## src/rtl/sif_regs.vh

```
// Constants of the stepper indexer with standby and fault latch
`ifndef SIF_REGS_VH
`define SIF_REGS_VH
// ---------------------------------------------------------------
// Step-select codes
// ---------------------------------------------------------------
`define SIF_SEL_STANDBY  3'h0
`define SIF_SEL_FULL     3'h1
`define SIF_SEL_HALF_A   3'h2
`define SIF_SEL_QUARTER  3'h3
`define SIF_SEL_HALF_B   3'h4
`define SIF_SEL_EIGHTH   3'h5
`define SIF_SEL_SIXTEEN  3'h6
`define SIF_SEL_THIRTY2  3'h7
// ---------------------------------------------------------------
// Angle and table
// ---------------------------------------------------------------
`define SIF_ANGLE_W      7
`define SIF_ANGLE_INIT   7'h10
`define SIF_RATIO_W      7
`define SIF_RATIO_FULL   7'h64
`define SIF_IDX_MID      6'h10
`define SIF_IDX_Q_SUB    6'h18
// ---------------------------------------------------------------
// Timing
// ---------------------------------------------------------------
`define SIF_STARTUP_NS   10000
`define SIF_CLK_NS       4
`define SIF_STARTUP_CYC  (`SIF_STARTUP_NS / `SIF_CLK_NS)
`endif

```

## src/rtl/sif_indexer.v

```verilog
// Stepper indexer: standby, fault latch, angle stepping, phase ratios, monitors
//
// Operation
// - All three step-select bits low means standby; any other code is normal operation.
// - In standby the bias enable is dropped to put internal circuits in low power.
// - Entering standby clears any held thermal or overcurrent fault.
// - A latched fault is released when the controller cycles standby off and on again.
// - A fresh motor supply power-up clears the latched fault like a standby cycle.
// - Phase currents come from a 33-entry ratio table indexed by angle step 0 to 32.
// - In half step variant a the 71 percent position drives 100 percent instead.
// - In quarter step the substitution position drives 100 percent instead.
// - The home monitor pulls low at the initial angle and floats at any other angle.
// - The fault monitor floats normally and pulls low from fault detection until release.
// - Step-select decodes standby, full, half a, quarter, half b, 1/8, 1/16, 1/32.
// - Each step clock rising edge after the startup quiet period, with the reset pin low, advances the angle one step; falling edges do nothing.
// - A high reset pin holds the angle at the initial 45 degree position.
// - Direction high lets phase A lead B by 90 degrees; low lets B lead A.
`timescale 1ns/1ps
`include "sif_regs.vh"
module sif_indexer #(
  parameter STARTUP_CYC = `SIF_STARTUP_CYC
) (
  input  wire       clk_sys_i,
  input  wire       rst_i,
  input  wire       step_clk_i,
  input  wire       direction_select_i,
  input  wire       angle_reset_i,
  input  wire       step_select_bit0_i,
  input  wire       step_select_bit1_i,
  input  wire       step_select_bit2_i,
  input  wire       thermal_shutdown_fault_i,
  input  wire       overcurrent_fault_i,
  input  wire       motor_supply_good_i,
  output reg        bias_enable_o,
  output reg        outputs_enable_o,
  output reg        startup_busy_o,
  output reg  [6:0] ratio_a_o,
  output reg  [6:0] ratio_b_o,
  output reg        sign_a_o,
  output reg        sign_b_o,
  output reg        home_angle_monitor_o,
  output reg        home_angle_monitor_oe_o,
  output reg        fault_monitor_o,
  output reg        fault_monitor_oe_o
);
  // ---------------------------------------------------------------
  // Pin synchronisers: three stages, change taken once 2nd and 3rd agree
  // ---------------------------------------------------------------
  localparam NPIN = 9;
  wire [NPIN-1:0] pin_raw;
  wire [NPIN-1:0] pin;
  assign pin_raw = {motor_supply_good_i, overcurrent_fault_i, thermal_shutdown_fault_i,
                    step_select_bit2_i, step_select_bit1_i, step_select_bit0_i,
                    angle_reset_i, direction_select_i, step_clk_i};
  genvar g;
  generate
    for (g = 0; g < NPIN; g = g + 1) begin : g_sync
      // Each bit owns its stages, so no vector has more than one driver
      reg s1;
      reg s2;
      reg s3;
      reg held;
      always @(posedge clk_sys_i) begin
        if (rst_i) begin
          s1   <= 1'b0;
          s2   <= 1'b0;
          s3   <= 1'b0;
          held <= 1'b0;
        end else begin
          s1 <= pin_raw[g];
          s2 <= s1;
          s3 <= s2;
          // A one-cycle glitch never makes stages 2 and 3 agree
          if (s2 == s3) begin
            held <= s3;
          end
        end
      end
      assign pin[g] = held;
    end
  endgenerate

  // ---------------------------------------------------------------
  // Pin decode
  // ---------------------------------------------------------------
  wire       clk_lvl     = pin[0];
  wire       dir         = pin[1];
  wire       ang_rst     = pin[2];
  // Bit0 is the code MSB, so selector reads {bit0, bit1, bit2}
  wire [2:0] sel         = {pin[3], pin[4], pin[5]};
  wire       thermal_flt = pin[6];
  wire       overcur_flt = pin[7];
  wire       supply_good = pin[8];

  // ---------------------------------------------------------------
  // Standby, startup quiet period, fault latch
  // ---------------------------------------------------------------
  localparam CNT_W = 16;
  reg              clk_prev;
  reg              supply_prev;
  reg              fault;
  reg  [CNT_W-1:0] quiet_cnt;
  reg  [6:0]       angle;
  wire             standby     = (sel == `SIF_SEL_STANDBY);
  wire             supply_rise = supply_good & ~supply_prev;
  wire             run         = ~standby & (quiet_cnt == {CNT_W{1'b0}});

  // Quiet period counter
  always @(posedge clk_sys_i) begin
    if (rst_i) begin
      quiet_cnt <= {CNT_W{1'b0}};
    end else begin
      if (standby) begin
        // Step clock edges are ignored until the quiet period ends, so arm it here
        quiet_cnt <= STARTUP_CYC[CNT_W-1:0];
      end else if (quiet_cnt != {CNT_W{1'b0}}) begin
        quiet_cnt <= quiet_cnt - 1'b1;
      end
    end
  end

  // Fault latch: a clear wins over a fault seen in the same cycle
  always @(posedge clk_sys_i) begin
    if (rst_i) begin
      supply_prev <= 1'b0;
      fault       <= 1'b0;
    end else begin
      supply_prev <= supply_good;
      if (standby || supply_rise || !supply_good) begin
        fault <= 1'b0;
      end else if (thermal_flt || overcur_flt) begin
        fault <= 1'b1;
      end
    end
  end

  // ---------------------------------------------------------------
  // Electrical angle: 128 positions of 1/32 step, init at entry 16
  // ---------------------------------------------------------------
  reg [6:0] stride;
  always @* begin
    case (sel)
      `SIF_SEL_FULL:    stride = 7'h20;
      `SIF_SEL_HALF_A:  stride = 7'h10;
      `SIF_SEL_HALF_B:  stride = 7'h10;
      `SIF_SEL_QUARTER: stride = 7'h08;
      `SIF_SEL_EIGHTH:  stride = 7'h04;
      `SIF_SEL_SIXTEEN: stride = 7'h02;
      `SIF_SEL_THIRTY2: stride = 7'h01;
      default:          stride = 7'h00;
    endcase
  end

  reg  [6:0] next_angle;
  wire       step_rise = run & clk_lvl & ~clk_prev;

  always @* begin
    next_angle = angle;
    if (ang_rst || standby) begin
      next_angle = `SIF_ANGLE_INIT;
    end else if (step_rise) begin
      // No realignment: changing resolution off its grid keeps the odd angle
      if (dir) begin
        next_angle = angle + stride;
      end else begin
        next_angle = angle - stride;
      end
    end
  end

  always @(posedge clk_sys_i) begin
    if (rst_i) begin
      clk_prev <= 1'b0;
      angle    <= `SIF_ANGLE_INIT;
    end else begin
      clk_prev <= clk_lvl;
      angle    <= next_angle;
    end
  end

  // ---------------------------------------------------------------
  // Phase ratios: B uses sin, A uses cos of the same angle
  // ---------------------------------------------------------------
  wire [4:0] quad_pos = angle[4:0];
  wire [1:0] quad     = angle[6:5];
  wire [5:0] idx_b    = quad[0] ? (6'h20 - {1'b0, quad_pos}) : {1'b0, quad_pos};
  wire [5:0] idx_a    = 6'h20 - idx_b;
  wire [6:0] rom_a;
  wire [6:0] rom_b;

  sif_ratio_rom u_rom_a (
    .idx_i   (idx_a),
    .ratio_o (rom_a)
  );
  sif_ratio_rom u_rom_b (
    .idx_i   (idx_b),
    .ratio_o (rom_b)
  );

  function [6:0] fix_ratio;
    input [2:0] s;
    input [5:0] i;
    input [6:0] r;
    begin
      fix_ratio = r;
      if (s == `SIF_SEL_FULL) begin
        fix_ratio = `SIF_RATIO_FULL;
      end else if (s == `SIF_SEL_HALF_A && i == `SIF_IDX_MID) begin
        fix_ratio = `SIF_RATIO_FULL;
      end else if (s == `SIF_SEL_QUARTER && i == `SIF_IDX_Q_SUB) begin
        fix_ratio = `SIF_RATIO_FULL;
      end
    end
  endfunction

  reg [6:0] next_ratio_a;
  reg [6:0] next_ratio_b;

  always @* begin
    next_ratio_a = fix_ratio(sel, idx_a, rom_a);
    next_ratio_b = fix_ratio(sel, idx_b, rom_b);
  end

  // ---------------------------------------------------------------
  // Power state outputs
  // ---------------------------------------------------------------
  always @(posedge clk_sys_i) begin
    if (rst_i) begin
      bias_enable_o    <= 1'b0;
      outputs_enable_o <= 1'b0;
      startup_busy_o   <= 1'b0;
    end else begin
      bias_enable_o    <= ~standby;
      outputs_enable_o <= ~standby;
      startup_busy_o   <= ~standby & (quiet_cnt != {CNT_W{1'b0}});
    end
  end

  // ---------------------------------------------------------------
  // Phase ratio and sign outputs
  // ---------------------------------------------------------------
  always @(posedge clk_sys_i) begin
    if (rst_i) begin
      ratio_a_o <= 7'h00;
      ratio_b_o <= 7'h00;
      sign_a_o  <= 1'b0;
      sign_b_o  <= 1'b0;
    end else begin
      ratio_a_o <= next_ratio_a;
      ratio_b_o <= next_ratio_b;
      // A is cos: negative in quadrants 1 and 2; B is sin: negative in 2 and 3
      sign_a_o  <= quad[1] ^ quad[0];
      sign_b_o  <= quad[1];
    end
  end

  // ---------------------------------------------------------------
  // Open-drain monitors: data held low, enable pulls the pin
  // ---------------------------------------------------------------
  always @(posedge clk_sys_i) begin
    if (rst_i) begin
      home_angle_monitor_o    <= 1'b0;
      home_angle_monitor_oe_o <= 1'b0;
      fault_monitor_o         <= 1'b0;
      fault_monitor_oe_o      <= 1'b0;
    end else begin
      home_angle_monitor_o    <= 1'b0;
      home_angle_monitor_oe_o <= (angle == `SIF_ANGLE_INIT);
      fault_monitor_o         <= 1'b0;
      fault_monitor_oe_o      <= fault;
    end
  end
endmodule

```

## src/rtl/sif_ratio_rom.v

```verilog
// Current ratio table, 33 entries, percent
`timescale 1ns/1ps
module sif_ratio_rom (
  input  wire [5:0] idx_i,
  output reg  [6:0] ratio_o
);
  always @* begin
    case (idx_i)
      6'h00: ratio_o = 7'h00;
      6'h01: ratio_o = 7'h05;
      6'h02: ratio_o = 7'h0A;
      6'h03: ratio_o = 7'h0F;
      6'h04: ratio_o = 7'h14;
      6'h05: ratio_o = 7'h19;
      6'h06: ratio_o = 7'h1D;
      6'h07: ratio_o = 7'h22;
      6'h08: ratio_o = 7'h26;
      6'h09: ratio_o = 7'h2B;
      6'h0A: ratio_o = 7'h2F;
      6'h0B: ratio_o = 7'h34;
      6'h0C: ratio_o = 7'h38;
      6'h0D: ratio_o = 7'h3C;
      6'h0E: ratio_o = 7'h3F;
      6'h0F: ratio_o = 7'h43;
      6'h10: ratio_o = 7'h47;
      6'h11: ratio_o = 7'h4A;
      6'h12: ratio_o = 7'h4D;
      6'h13: ratio_o = 7'h50;
      6'h14: ratio_o = 7'h53;
      6'h15: ratio_o = 7'h56;
      6'h16: ratio_o = 7'h58;
      6'h17: ratio_o = 7'h5A;
      6'h18: ratio_o = 7'h5C;
      6'h19: ratio_o = 7'h5E;
      6'h1A: ratio_o = 7'h60;
      6'h1B: ratio_o = 7'h61;
      6'h1C: ratio_o = 7'h62;
      6'h1D: ratio_o = 7'h63;
      default: ratio_o = 7'h64;
    endcase
  end
endmodule

```

## config.mk

```make
export PLATFORM = sky130hd
export DESIGN_NAME = sif_indexer
export DESIGN_NICKNAME = d
export VERILOG_FILES = /design/src/rtl/sif_indexer.v /design/src/rtl/sif_ratio_rom.v
export VERILOG_INCLUDE_DIRS = /design/src /design/src/rtl
export SDC_FILE = /design/constraint.sdc
export NUM_CORES = 1
export LEC_CHECK = 0
export BUFFER_PORTS_ARGS = -buffer_cell sky130_fd_sc_hd__clkbuf_2
export CORE_MARGIN = 5
export CORE_UTILIZATION = 39
export CTS_BUF_LIST = sky130_fd_sc_hd__clkbuf_16
export CTS_CLUSTER_DIAMETER = 40
export DETAILED_ROUTE_END_ITERATION = 8
export MAX_ROUTING_LAYER = met4
export SKIP_LAST_GASP = 1
export SLEW_MARGIN = 20
export SYNTH_ARGS = -nofsm -noshare
export SYNTH_HDL_FRONTEND = slang
export SYNTH_SLANG_ARGS = --single-unit
```

## constraint.sdc

```tcl
create_clock -name clk_sys_i -period 4.38 [get_ports clk_sys_i]
set_input_delay 0.657 -clock clk_sys_i [delete_from_list [all_inputs] [get_ports clk_sys_i]]
set_output_delay 0.657 -clock clk_sys_i [all_outputs]
set_load 0.05 [all_outputs]
```

Word-level counts from Yosys, hierarchy flattened
Memory sizes are Yosys's and may differ from the RTL's.
Cells that the tools add are included.
{"block": "totals", "register_bits": 82, "latch_bits": 0, "ram_bits": 0, "rom_bits": 448, "in_bits": 11, "output_inout_bits": 23, "wordCells": 121, "memories": 2}
{"name": "(no name shown)", "depth": 32, "word_bits": 7, "read_ports": 1, "rd_clocked_by_memory_dff": 0, "wr": 0, "line": "sif_ratio_rom.v:8", "text": "case (idx_i)"}
{"name": "(no name shown)", "depth": 32, "word_bits": 7, "read_ports": 1, "rd_clocked_by_memory_dff": 0, "wr": 0, "line": "sif_ratio_rom.v:8"}
{"block": "op_classes", "addsub": 5, "multipliers": 0, "n_div": 0, "order_cmp": 0, "eq_ne": 21, "shifts": 0, "muxes": 13, "bitwise": 9, "reduce_logical": 19}
{"operator": "2-to-1 mux 7 bit", "n": 9}
{"operator": "one-hot mux 6 bit (6 select lines)", "n": 1}
{"operator": "equality test 6 x 5 -> 1 bit (second input constant)", "n": 4}
{"operator": "2-to-1 mux 12 bit", "n": 2}
{"operator": "logical NOT 16 bit", "n": 1}
{"operator": "nonzero test 16 bit", "n": 1}
{"operator": "subtractor 16 x 1 -> 16 bit (second input constant)", "n": 1}
{"operator": "equality test 3 bit (second input constant)", "n": 4}
{"operator": "OR reduction 5 bit", "n": 2}
{"operator": "equality test 1 bit", "n": 9}
{"operator": "OR reduction 2 bit", "n": 4}
{"operator": "adder 7 bit", "n": 1}
{"operator": "equality test 7 x 5 -> 1 bit (second input constant)", "n": 1}
{"operator": "subtractor 7 bit", "n": 1}
{"operator": "equality test 3 x 2 -> 1 bit (second input constant)", "n": 2}
{"operator": "2-to-1 mux 6 bit", "n": 1}
{"operator": "subtractor 6 x 5 -> 6 bit (first input constant)", "n": 1}
{"operator": "subtractor 6 bit (first input constant)", "n": 1}
{"operator": "AND 1 bit", "n": 5}
{"operator": "logical AND 1 bit", "n": 4}
{"operator": "logical OR 1 bit", "n": 4}
{"operator": "equality test 3 x 1 -> 1 bit (second input constant)", "n": 1}
{"operator": "logical NOT 3 bit", "n": 1}
{"operator": "inverter 1 bit", "n": 3}
{"operator": "3 further kinds", "n": 3}

Logic depth before layout (Yosys ltp)
Gate-level depths: netlist of run 1.
{"block": "depth", "word_depth": 8, "depth_mapped": 15, "mapped_depth_nobuf": 13}

Cells and area by module
A second synthesis of run 1 with hierarchy kept.
{"block": "unflattened", "hier_cells": 529, "hier_area_um2": 4544.4}
{"module": "sif_indexer", "instances": 1, "cells_per_inst": 393, "area_per_inst_um2": 3612.2, "seq_area_each_um2": 1641.6}
{"module": "sif_ratio_rom at u_rom_a", "instances": 1, "cells_per_inst": 68, "area_per_inst_um2": 475.5, "seq_area_each_um2": 0.0}
{"module": "sif_ratio_rom at u_rom_b", "instances": 1, "cells_per_inst": 68, "area_per_inst_um2": 456.7, "seq_area_each_um2": 0.0}

Worst setup path before layout of run 1
Ideal clock, no wire load.
{"block": "synth_timing", "path_kind": "register -> register", "startpoint": "register angle[0]", "endpoint": "register ratio_a_o[2]", "setup_time_ns": 0.132, "arrival_time_ns": 3.662, "required_time_ns": 4.248, "slack_ns": 0.586, "path_stages_with_launch": 15, "n_path_buf": 2, "period_less_slack_ns": 3.794, "cell_sequence": "dfxtp_1 -> inv_1 -> ha_1 -> and2b_1 -> xor2_2 -> inv_1 -> clkbuf_1 -> ha_1 -> mux2_2 -> o22a_1 -> xnor2_1 -> buf_2 -> mux2_2 -> o22ai_1 -> a21oi_1"}
{"block": "synth_via", "elab_chain_cells": 8, "word_cells_on_any_way": 12, "cone_classes": "add/sub: 2; eq/ne: 2; mux: 5; reduce/logical: 2; memory: 1"}
{"item": "start: declaration", "line": "sif_indexer.v:103", "text": "reg [6:0] angle;"}
{"item": "start signal: assignment", "line": "sif_indexer.v:174", "text": "angle <= `SIF_ANGLE_INIT;"}
{"item": "start signal: assignment", "line": "sif_indexer.v:177", "text": "angle <= next_angle;"}
{"item": "subtractor 6 x 5 -> 6 bit", "line": "sif_indexer.v:186", "text": "wire [5:0] idx_b = quad[0] ? (6'h20 - {1'b0, quad_pos}) : {1'b0, quad_pos};"}
{"item": "2-to-1 mux 6 bit *", "line": "sif_indexer.v:186"}
{"item": "subtractor 6 bit *", "line": "sif_indexer.v:187", "text": "wire [5:0] idx_a = 6'h20 - idx_b;"}
{"item": "memory (32 x 7 bit) or equality test 6 x 5 -> 1 bit (tied branches)"}
{"item": "2-to-1 mux 7 bit or logical AND 1 bit (tied branches)"}
{"item": "2-to-1 mux 7 bit", "line": "sif_indexer.v:210", "text": "end else if (s == `SIF_SEL_QUARTER && i == `SIF_IDX_Q_SUB) begin"}
{"item": "2-to-1 mux 7 bit *", "line": "sif_indexer.v:208", "text": "end else if (s == `SIF_SEL_HALF_A && i == `SIF_IDX_MID) begin"}
{"item": "2-to-1 mux 7 bit *", "line": "sif_indexer.v:206", "text": "if (s == `SIF_SEL_FULL) begin"}
{"item": "end signal: assignment", "line": "sif_indexer.v:249", "text": "ratio_a_o <= next_ratio_a;"}
{"item": "end: declaration", "line": "sif_indexer.v:37", "text": "output reg [6:0] ratio_a_o,"}
Mark *: on every way between the ends. The rest lies on a longest branch, timed or not.
A chain may end at the register's enable or synchronous reset.

Worst setup path after layout of run 1
{"block": "layout_timing", "startpoint": "register angle[0]", "endpoint": "register ratio_a_o[3]"}
{"block": "layout_via", "elab_chain_cells": 6, "word_cells_on_any_way": 9, "cone_classes": "add/sub: 2; eq/ne: 2; mux: 1; reduce/logical: 3; memory: 1"}
{"item": "subtractor 6 x 5 -> 6 bit", "line": "sif_indexer.v:186"}
{"item": "2-to-1 mux 6 bit *", "line": "sif_indexer.v:186"}
{"item": "subtractor 6 bit *", "line": "sif_indexer.v:187"}
{"item": "branches (longest 3 deep; another with memory (32 x 7 bit))"}
Every way passes the cells marked *.

==> results of run 1 <==
## state kept, by name, summed over array words and instances (netlist names), 6 cells and up
register	flops
quiet_cnt	16
angle	7
ratio_b_o	7
g_sync.s2	9
g_sync.held	6
g_sync.s3	9
ratio_a_o	7
g_sync.s1	9
## kinds of logic after synthesis
group | count (synthesis) | synth area share (%)
AO/OA/AOI/OAI | 113 | 17.8
XOR/XNOR | 33 | 8.03
adder cells (fa/ha/maj) | 21 | 6.53
buffers and inverters | 45 | 4.70
flip-flops | 82 | 40.0
multiplexers | 12 | 3.33
other | 1 | 0.0915
AND/OR/NAND/NOR | 156 | 19.5
## synth_stat cells (2+ instances only)
cell type	n	share of area, %
a211o_1	2	0.43
a211oi_1	8	1.5
a21o_1	2	0.37
a21oi_1	42	5.1
a311oi_1	2	0.43
a31oi_1	10	1.5
and3_1	3	0.46
buf_1	3	0.27
buf_2	4	0.49
buf_4	3	0.55
clkbuf_1	20	1.8
dfxtp_1	82	40
ha_1	19	5.8
inv_1	14	1.3
mux2_2	3	0.82
mux2i_1	8	2.0
nand2_1	28	2.6
nand2b_1	4	0.61
nand3_1	9	1.1
nor2_1	39	3.6
nor2b_1	34	5.2
nor3_1	14	1.7
nor4_1	5	0.76
o211a_1	3	0.73
o21ai_0	22	2.7
o21bai_1	2	0.37
o31ai_1	2	0.37
o32ai_1	2	0.43
o41ai_1	2	0.43
or3_1	9	1.4
xnor2_1	25	5.3
xor2_1	5	1.1
## layer usage
metal	vias up	track usage, %
met3	11	3.29
met4	0	4.33
met2	67	22.3
met1	1500	18.7
met5	-	-
li1	1675	-
## power groups by stage
| stage | sequential [mW] | clock, mW | combinational [mW] |
|---|---|---|---|
| 4_1_cts | 0.771 | 0.785 | 0.0701 |
| 3_3_place_gp | 0.787 | 0 | 0.0692 |
| 5_1_grt | 0.773 | 0.819 | 0.0757 |
| 3_5_place_dp | 0.788 | 0 | 0.0701 |
| 2_1_floorplan | 0.803 | 0 | 0.0391 |
| 6_report | 0.771 | 0.763 | 0.0690 |
## worst reg2reg max path, stage by stage (launching register included)
cell and delay (ns):
dfxtp_1 0.31, inv_1 0.25, ha_1 0.28, and2b_1 0.25, xor2_2 0.16, inv_1 0.09
ha_1 0.22, nand2_1 0.07, mux2_2 0.27, o22a_1 0.22, xnor2_1 0.39, buf_4 0.25
xnor2_1 0.18, o21ai_0 0.14, a311oi_1 0.26
## through the flow
stage               total power [mW]  setup slack, ns  instance area, µm²  hold WS [ns]
detailed placement             0.858            0.994                4370         0.424
floorplan                      0.842            0.586                4100         0.414
finish                          1.60            0.945                4670         0.434
CTS                             1.63            0.954                4670         0.439
global placement               0.857             1.13                4370         0.417
global route                    1.67            0.685                4670         0.460
## cell type report
type | instances | area (µm²) | area share (%)
clock inverter | 7 | 75.1 | 1.61
multi-input combinational | 337 | 2270 | 48.6
inverter | 14 | 52.6 | 1.12
timing repair buffer | 42 | 238 | 5.09
clock buffer | 9 | 225 | 4.82
sequential | 82 | 1640 | 35.1
tap | 136 | 170 | 3.64
## worst paths after layout
check / start / end / slack [ns] / cells past startpoint
hold / removal: g_sync[8].s1 / g_sync[8].s2 / 0.43 / 1
setup reg to reg: angle[0] / ratio_a_o[3] / 0.95 / 14
setup / recovery: angle[0] / ratio_a_o[3] / 0.95 / 14
hold reg to reg: g_sync[8].s1 / g_sync[8].s2 / 0.43 / 1
==> summary.txt, run 1 <==
Drt
  – WL per Instance: 13.7 µm
  – Antenna Nets Post-Route: 0
  – Drt total wl: 8570 µm
  – DRT iter0 DRCs: 122
  – TritonRoute pass-1 iters: 4
  – WL met3: 412 µm
  – Wl on met1: 4210 µm
  – DR WL met2: 3830 µm
  – Max layer used: met4
  – Post-route DRC: 0
  – Vias: 3253
  – DR vias/cell: 5.19

STA
  – Slew of the pin with the lowest slew margin: 0.792 ns
  – Final setup viols: 0
  – Minimum clock period: 3.43 ns
  – Setup TNS: 0 ns
  – Final Cycle Share: 78.4%
  – Endpoints failing hold: 0
  – Fmax: 0.291 GHz
  – RSZ-0062 raised after global routing: no
  – Fin. max-slew vios: 0
  – Max-slew headroom: 46.7%
  – Clock Skews: 0.00444 ns

Final layout
  – Final core occ: 45.5%
  – Filler Cell Count: 1005
  – Synth-to-Final Area Change: 13.9%
  – Share of layout cells above drive strength 1: 14.5%
  – Most frequent cells in the layout: dfxtp_1, a21oi_1, nor2_1, nor2b_1, clkbuf_2
  – ANT cells: 0
  – Nets: 517
  – Finished Layout Cells: 627
  – Commonest non-fill, non-tap cell in the layout: dfxtp_1

Clock tree
  – CTS tree: done
  – CTS Buffer Depth: 2
  – Clk sinks: 82
  – Clk root buf: clkbuf_16
  – CTS Buf Count: 9
  – Clock-pin slew on the worst setup and hold paths: 0.06 ns
  – # H-tree levels: 3
  – Post-CTS resize count: 0
  – Worst-skew pair later-pin latency: 0.34 ns
  – Post-CTS setup buffer count: 0
  – Hold_buf cts: 0

Floorplan
  – Chip height: 113 µm
  – Standard-cell rows: 37
  – Die area: 0.0127 mm²
  – Die width: 113 µm
  – Core Region: 0.0103 mm²
  – I/O pin count: 34
  – Initial Utilization: 39.9%

Power and ir drop
  – Combinational cell fraction of total power: 4.3%
  – Pint: 1.23 mW
  – Sw frac: 23.1%
  – Clock share of power: 47.6%
  – Power density cells: 343 mW/mm²
  – Worst vdd ir: 0.190 mV
  – Lkg Pwr: 1.90 nW
  – Flop pwr share: 48.1%
  – NetSw: 0.371 mW

Setup path
  – CP endpoint kind: flip-flop
  – Setup CP Type: flip-flop to flip-flop
  – Worst EP arrival: 3.69 ns
  – Worst EP required: 4.63 ns
  – Crit path max fanout: 10
  – Cell family with the largest share of critical-path delay: XOR/XNOR gates
  – Slowest-stage cell, CP: xnor2_1
  – Max incr delay on CP: 0.39 ns
  – Worst Path Buf+Inv: 3
  – Crit-path cells: inv_1 > ha_1 > and2b_1 > xor2_2 > inv_1 > ha_1 > nand2_1 > mux2_2 > o22a_1 > xnor2_1 > buf_4 > xnor2_1 > o21ai_0 > a311oi_1
  – Crit start category: flip-flop

Placed design
  – DP Cell Count: 611
  – Port Buffer Count: 31
  – Final HPWL DP: 5980 µm
  – GP Congestion: 0.864

Min path
  – Type of the worst min-delay path: flip-flop to flip-flop

GRT
  – Largest net degree at the start of global routing: 56
  – First-pass GRT wire length: 14600 µm
  – GR Overflow Total: 0
  – Gr usage total: 14.4%
  – Initial antenna violation count: 0
  – Vias in the first global route: 3027

Logic synthesis
  – Avg Inst Size Synth: 8.86 µm²
  – FFs w/ async S/R, synth: 0%
  – EDFF count, synth: 0
  – #FFs+latches synth: 82
  – Mapped Area: 0.00410 mm²
  – Mapped Cells: 463
  – Synth warnings: 0
  – Number of distinct library cells after synthesis: 65
  – Synth Flop Type: dfxtp_1
  – Seq/Total Area, Yosys: 40.0%

Outcome
  – Status: finished clean

Flow run
  – Maxcap violations: 0
(Power assumes the default switching activity.)
==> inputs of run 2 (changes only) <==
clock period = 3.15 ns   (was 4.38 ns; I/O delays follow)
==> summary.txt, run 2 (synthesis gave the netlist of run 1 again) <==
STA
  – Slew of the pin with the lowest slew margin: 0.995 ns (+0.203 ns)
  – Max-slew headroom: 33.2% (-14 points)
  – Final Cycle Share: 94.3% (+16 points)
  – Fin. max-slew vios: 0 (unchanged)
  – Minimum clock period: 2.97 ns (-0.465 ns)
  – Clock Skews: 0.00554 ns (+0.00110 ns)
  – Endpoints failing hold: 0 (unchanged)
  – Fmax: 0.337 GHz (+16%)
  – RSZ-0062 raised after global routing: yes
  – Final setup viols: 0 (unchanged)

GRT
  – Vias in the first global route: 3105 (+2.6%)
  – Largest net degree at the start of global routing: 56 (unchanged)
  – GR Overflow Total: 0 (unchanged)
  – Initial antenna violation count: 0 (unchanged)
  – First-pass GRT wire length: 14800 µm (+1.6%)
  – Gr usage total: 14.6% (+0.21 points)

Setup path
  – Crit path max fanout: 8 (-2)
  – Worst EP required: 3.43 ns (-1.20 ns)
  – Reg2Reg Launch Point: angle[0]
  – Worst EP arrival: 3.25 ns (-0.44 ns)
  – Setup CP Type: flip-flop to flip-flop
  – CP endpoint kind: flip-flop
  – Crit start category: flip-flop
  – CP startpoint: angle[0]

Clock tree
  – Post-CTS resize count: 0 (unchanged)
  – Worst-skew pair later-pin latency: 0.33 ns (about the same)
  – CTS tree: done
  – CTS Buffer Depth: 2 (unchanged)
  – Clk root buf: clkbuf_16
  – Clock-pin slew on the worst setup and hold paths: 0.06 ns (about the same)
  – CTS Buf Count: 9 (unchanged)
  – Post-CTS setup buffer count: 0 (unchanged)
  – # H-tree levels: 3 (unchanged)
  – Hold_buf cts: 0 (unchanged)
  – Clk sinks: 82 (unchanged)

Drt
  – Vias: 3341 (+2.7%)
  – DRT iter0 DRCs: 193 (+58%)
  – TritonRoute pass-1 iters: 5 (+1)
  – Post-route DRC: 0 (unchanged)
  – DR vias/cell: 5.27 (+1.6%)
  – Antenna Nets Post-Route: 0 (unchanged)
  – Drt total wl: 8740 µm (+2.0%)
  – WL per Instance: 13.8 µm (+0.92%)

Final layout
  – ANT cells: 0 (unchanged)
  – Finished Cell Area: 0.00481 mm² (+3.0%)
  – Synth-to-Final Area Change: 17.4%
  – Filler Cell Count: 998 (-0.70%)
  – Max reg flops: 16 (unchanged)
  – Share of layout cells above drive strength 1: 18.1% (+3.6 points)
  – Finished Layout Cells: 634 (+1.1%)
  – Most flops, register: quiet_cnt
  – Commonest non-fill, non-tap cell in the layout: dfxtp_1
  – Nets: 524 (+1.4%)
  – Most frequent cells in the layout: dfxtp_1, a21oi_1, nor2_1, nor2b_1, clkbuf_2

Floorplan
  – Die area: 0.0127 mm² (unchanged)
  – Chip height: 113 µm (unchanged)
  – Standard-cell rows: 37 (unchanged)
  – Die width: 113 µm (unchanged)
  – Initial Utilization: 39.9% (unchanged)
  – I/O pin count: 34 (unchanged)
  – Core Region: 0.0103 mm² (unchanged)

Power and ir drop
  – Lkg Pwr: 1.98 nW (+4.0%)
  – Worst vdd ir: 0.246 mV (+29%)
  – Power density cells: 478 mW/mm² (+39%)

Placed design
  – Port Buffer Count: 31 (unchanged)
  – Final HPWL DP: 6100 µm (+2.1%)
  – Placed cell areas: 0.00445 mm² (+1.8%)
  – GP Congestion: 0.869 (+0.61%)
  – DP Cell Count: 618 (+1.1%)

Flow run
  – Maxcap violations: 0 (unchanged)

Min path
  – Type of the worst min-delay path: input port to flip-flop
  – Hold path startpoint: direction_select_i

Outcome
  – Status: finished clean
run 2: cell count changes in the layout (fill, tap and decap cells not counted), sizes merged:
cell | before | now
bufinv | 1 | 2
buf | 11 | 18
clkinvlp | 1 | 0
run 2: through the flow:
stage	hold slack, ns	utilization [%]	TNS (ns)	worst slack, ns	power [mW]
after floorplan	0.414	-	-0.365	-0.105	1.17
after global placement	0.417	43.3	0	0.300	1.19
after detailed placement	0.420	43.3	0	0.186	1.19
after CTS	0.333	46.4	0	0.172	2.34
after global routing	0.344	46.8	-0.0449	-0.0449	2.38
final	0.343	46.8	0	0.181	2.30
run 2: final timing paths:
| path | endpoint | slack, ns | cells past startpoint |
|---|---|---|---|
| setup reg to reg | ratio_a_o[1] | 0.18 | 14 |
| setup / recovery | ratio_a_o[1] | 0.18 | 14 |
| hold / removal | g_sync[1].s1 | 0.34 | 2 |
| hold reg to reg | g_sync[7].s2 | 0.43 | 1 |
run 2: layer usage:
layer / GRT usage (%) / wire, µm
met3: 2.75 / 432
met1: 18.6 / 4180
met5: - / 0
met2: 22.3 / 3970
met4: 6.81 / 164
run 2: layout make-up:
| type | count | area (µm²) | area share [%] |
|---|---|---|---|
| multi-input cells | 337 | 2330 | 48.4 |
| flip-flops and latches | 82 | 1650 | 34.2 |
| repair buffers | 49 | 290 | 6.03 |
| clock buffers | 9 | 225 | 4.68 |
| well taps | 136 | 170 | 3.54 |
| clock inverters | 7 | 98.8 | 2.05 |
| inverters | 14 | 52.6 | 1.09 |
run 2: report_power, final:
group / internal [mW] / switching [mW] / total, mW
Sequential: 1.06 / 0.0111 / 1.07
Combinational: 0.0324 / 0.0638 / 0.0962
Clock: 0.702 / 0.429 / 1.13
run 2: critical path: stages, from the launching register on:
cell,delay (ns)
dfxtp_4,0.34
inv_2,0.05
ha_1,0.20
and2b_2,0.29
xor2_4,0.19
inv_2,0.07
ha_1,0.22
nand2_1,0.07
mux2_2,0.27
o22a_2,0.27
xnor2_4,0.18
buf_4,0.18
or3_1,0.31
o2111ai_1,0.11
o211a_1,0.17
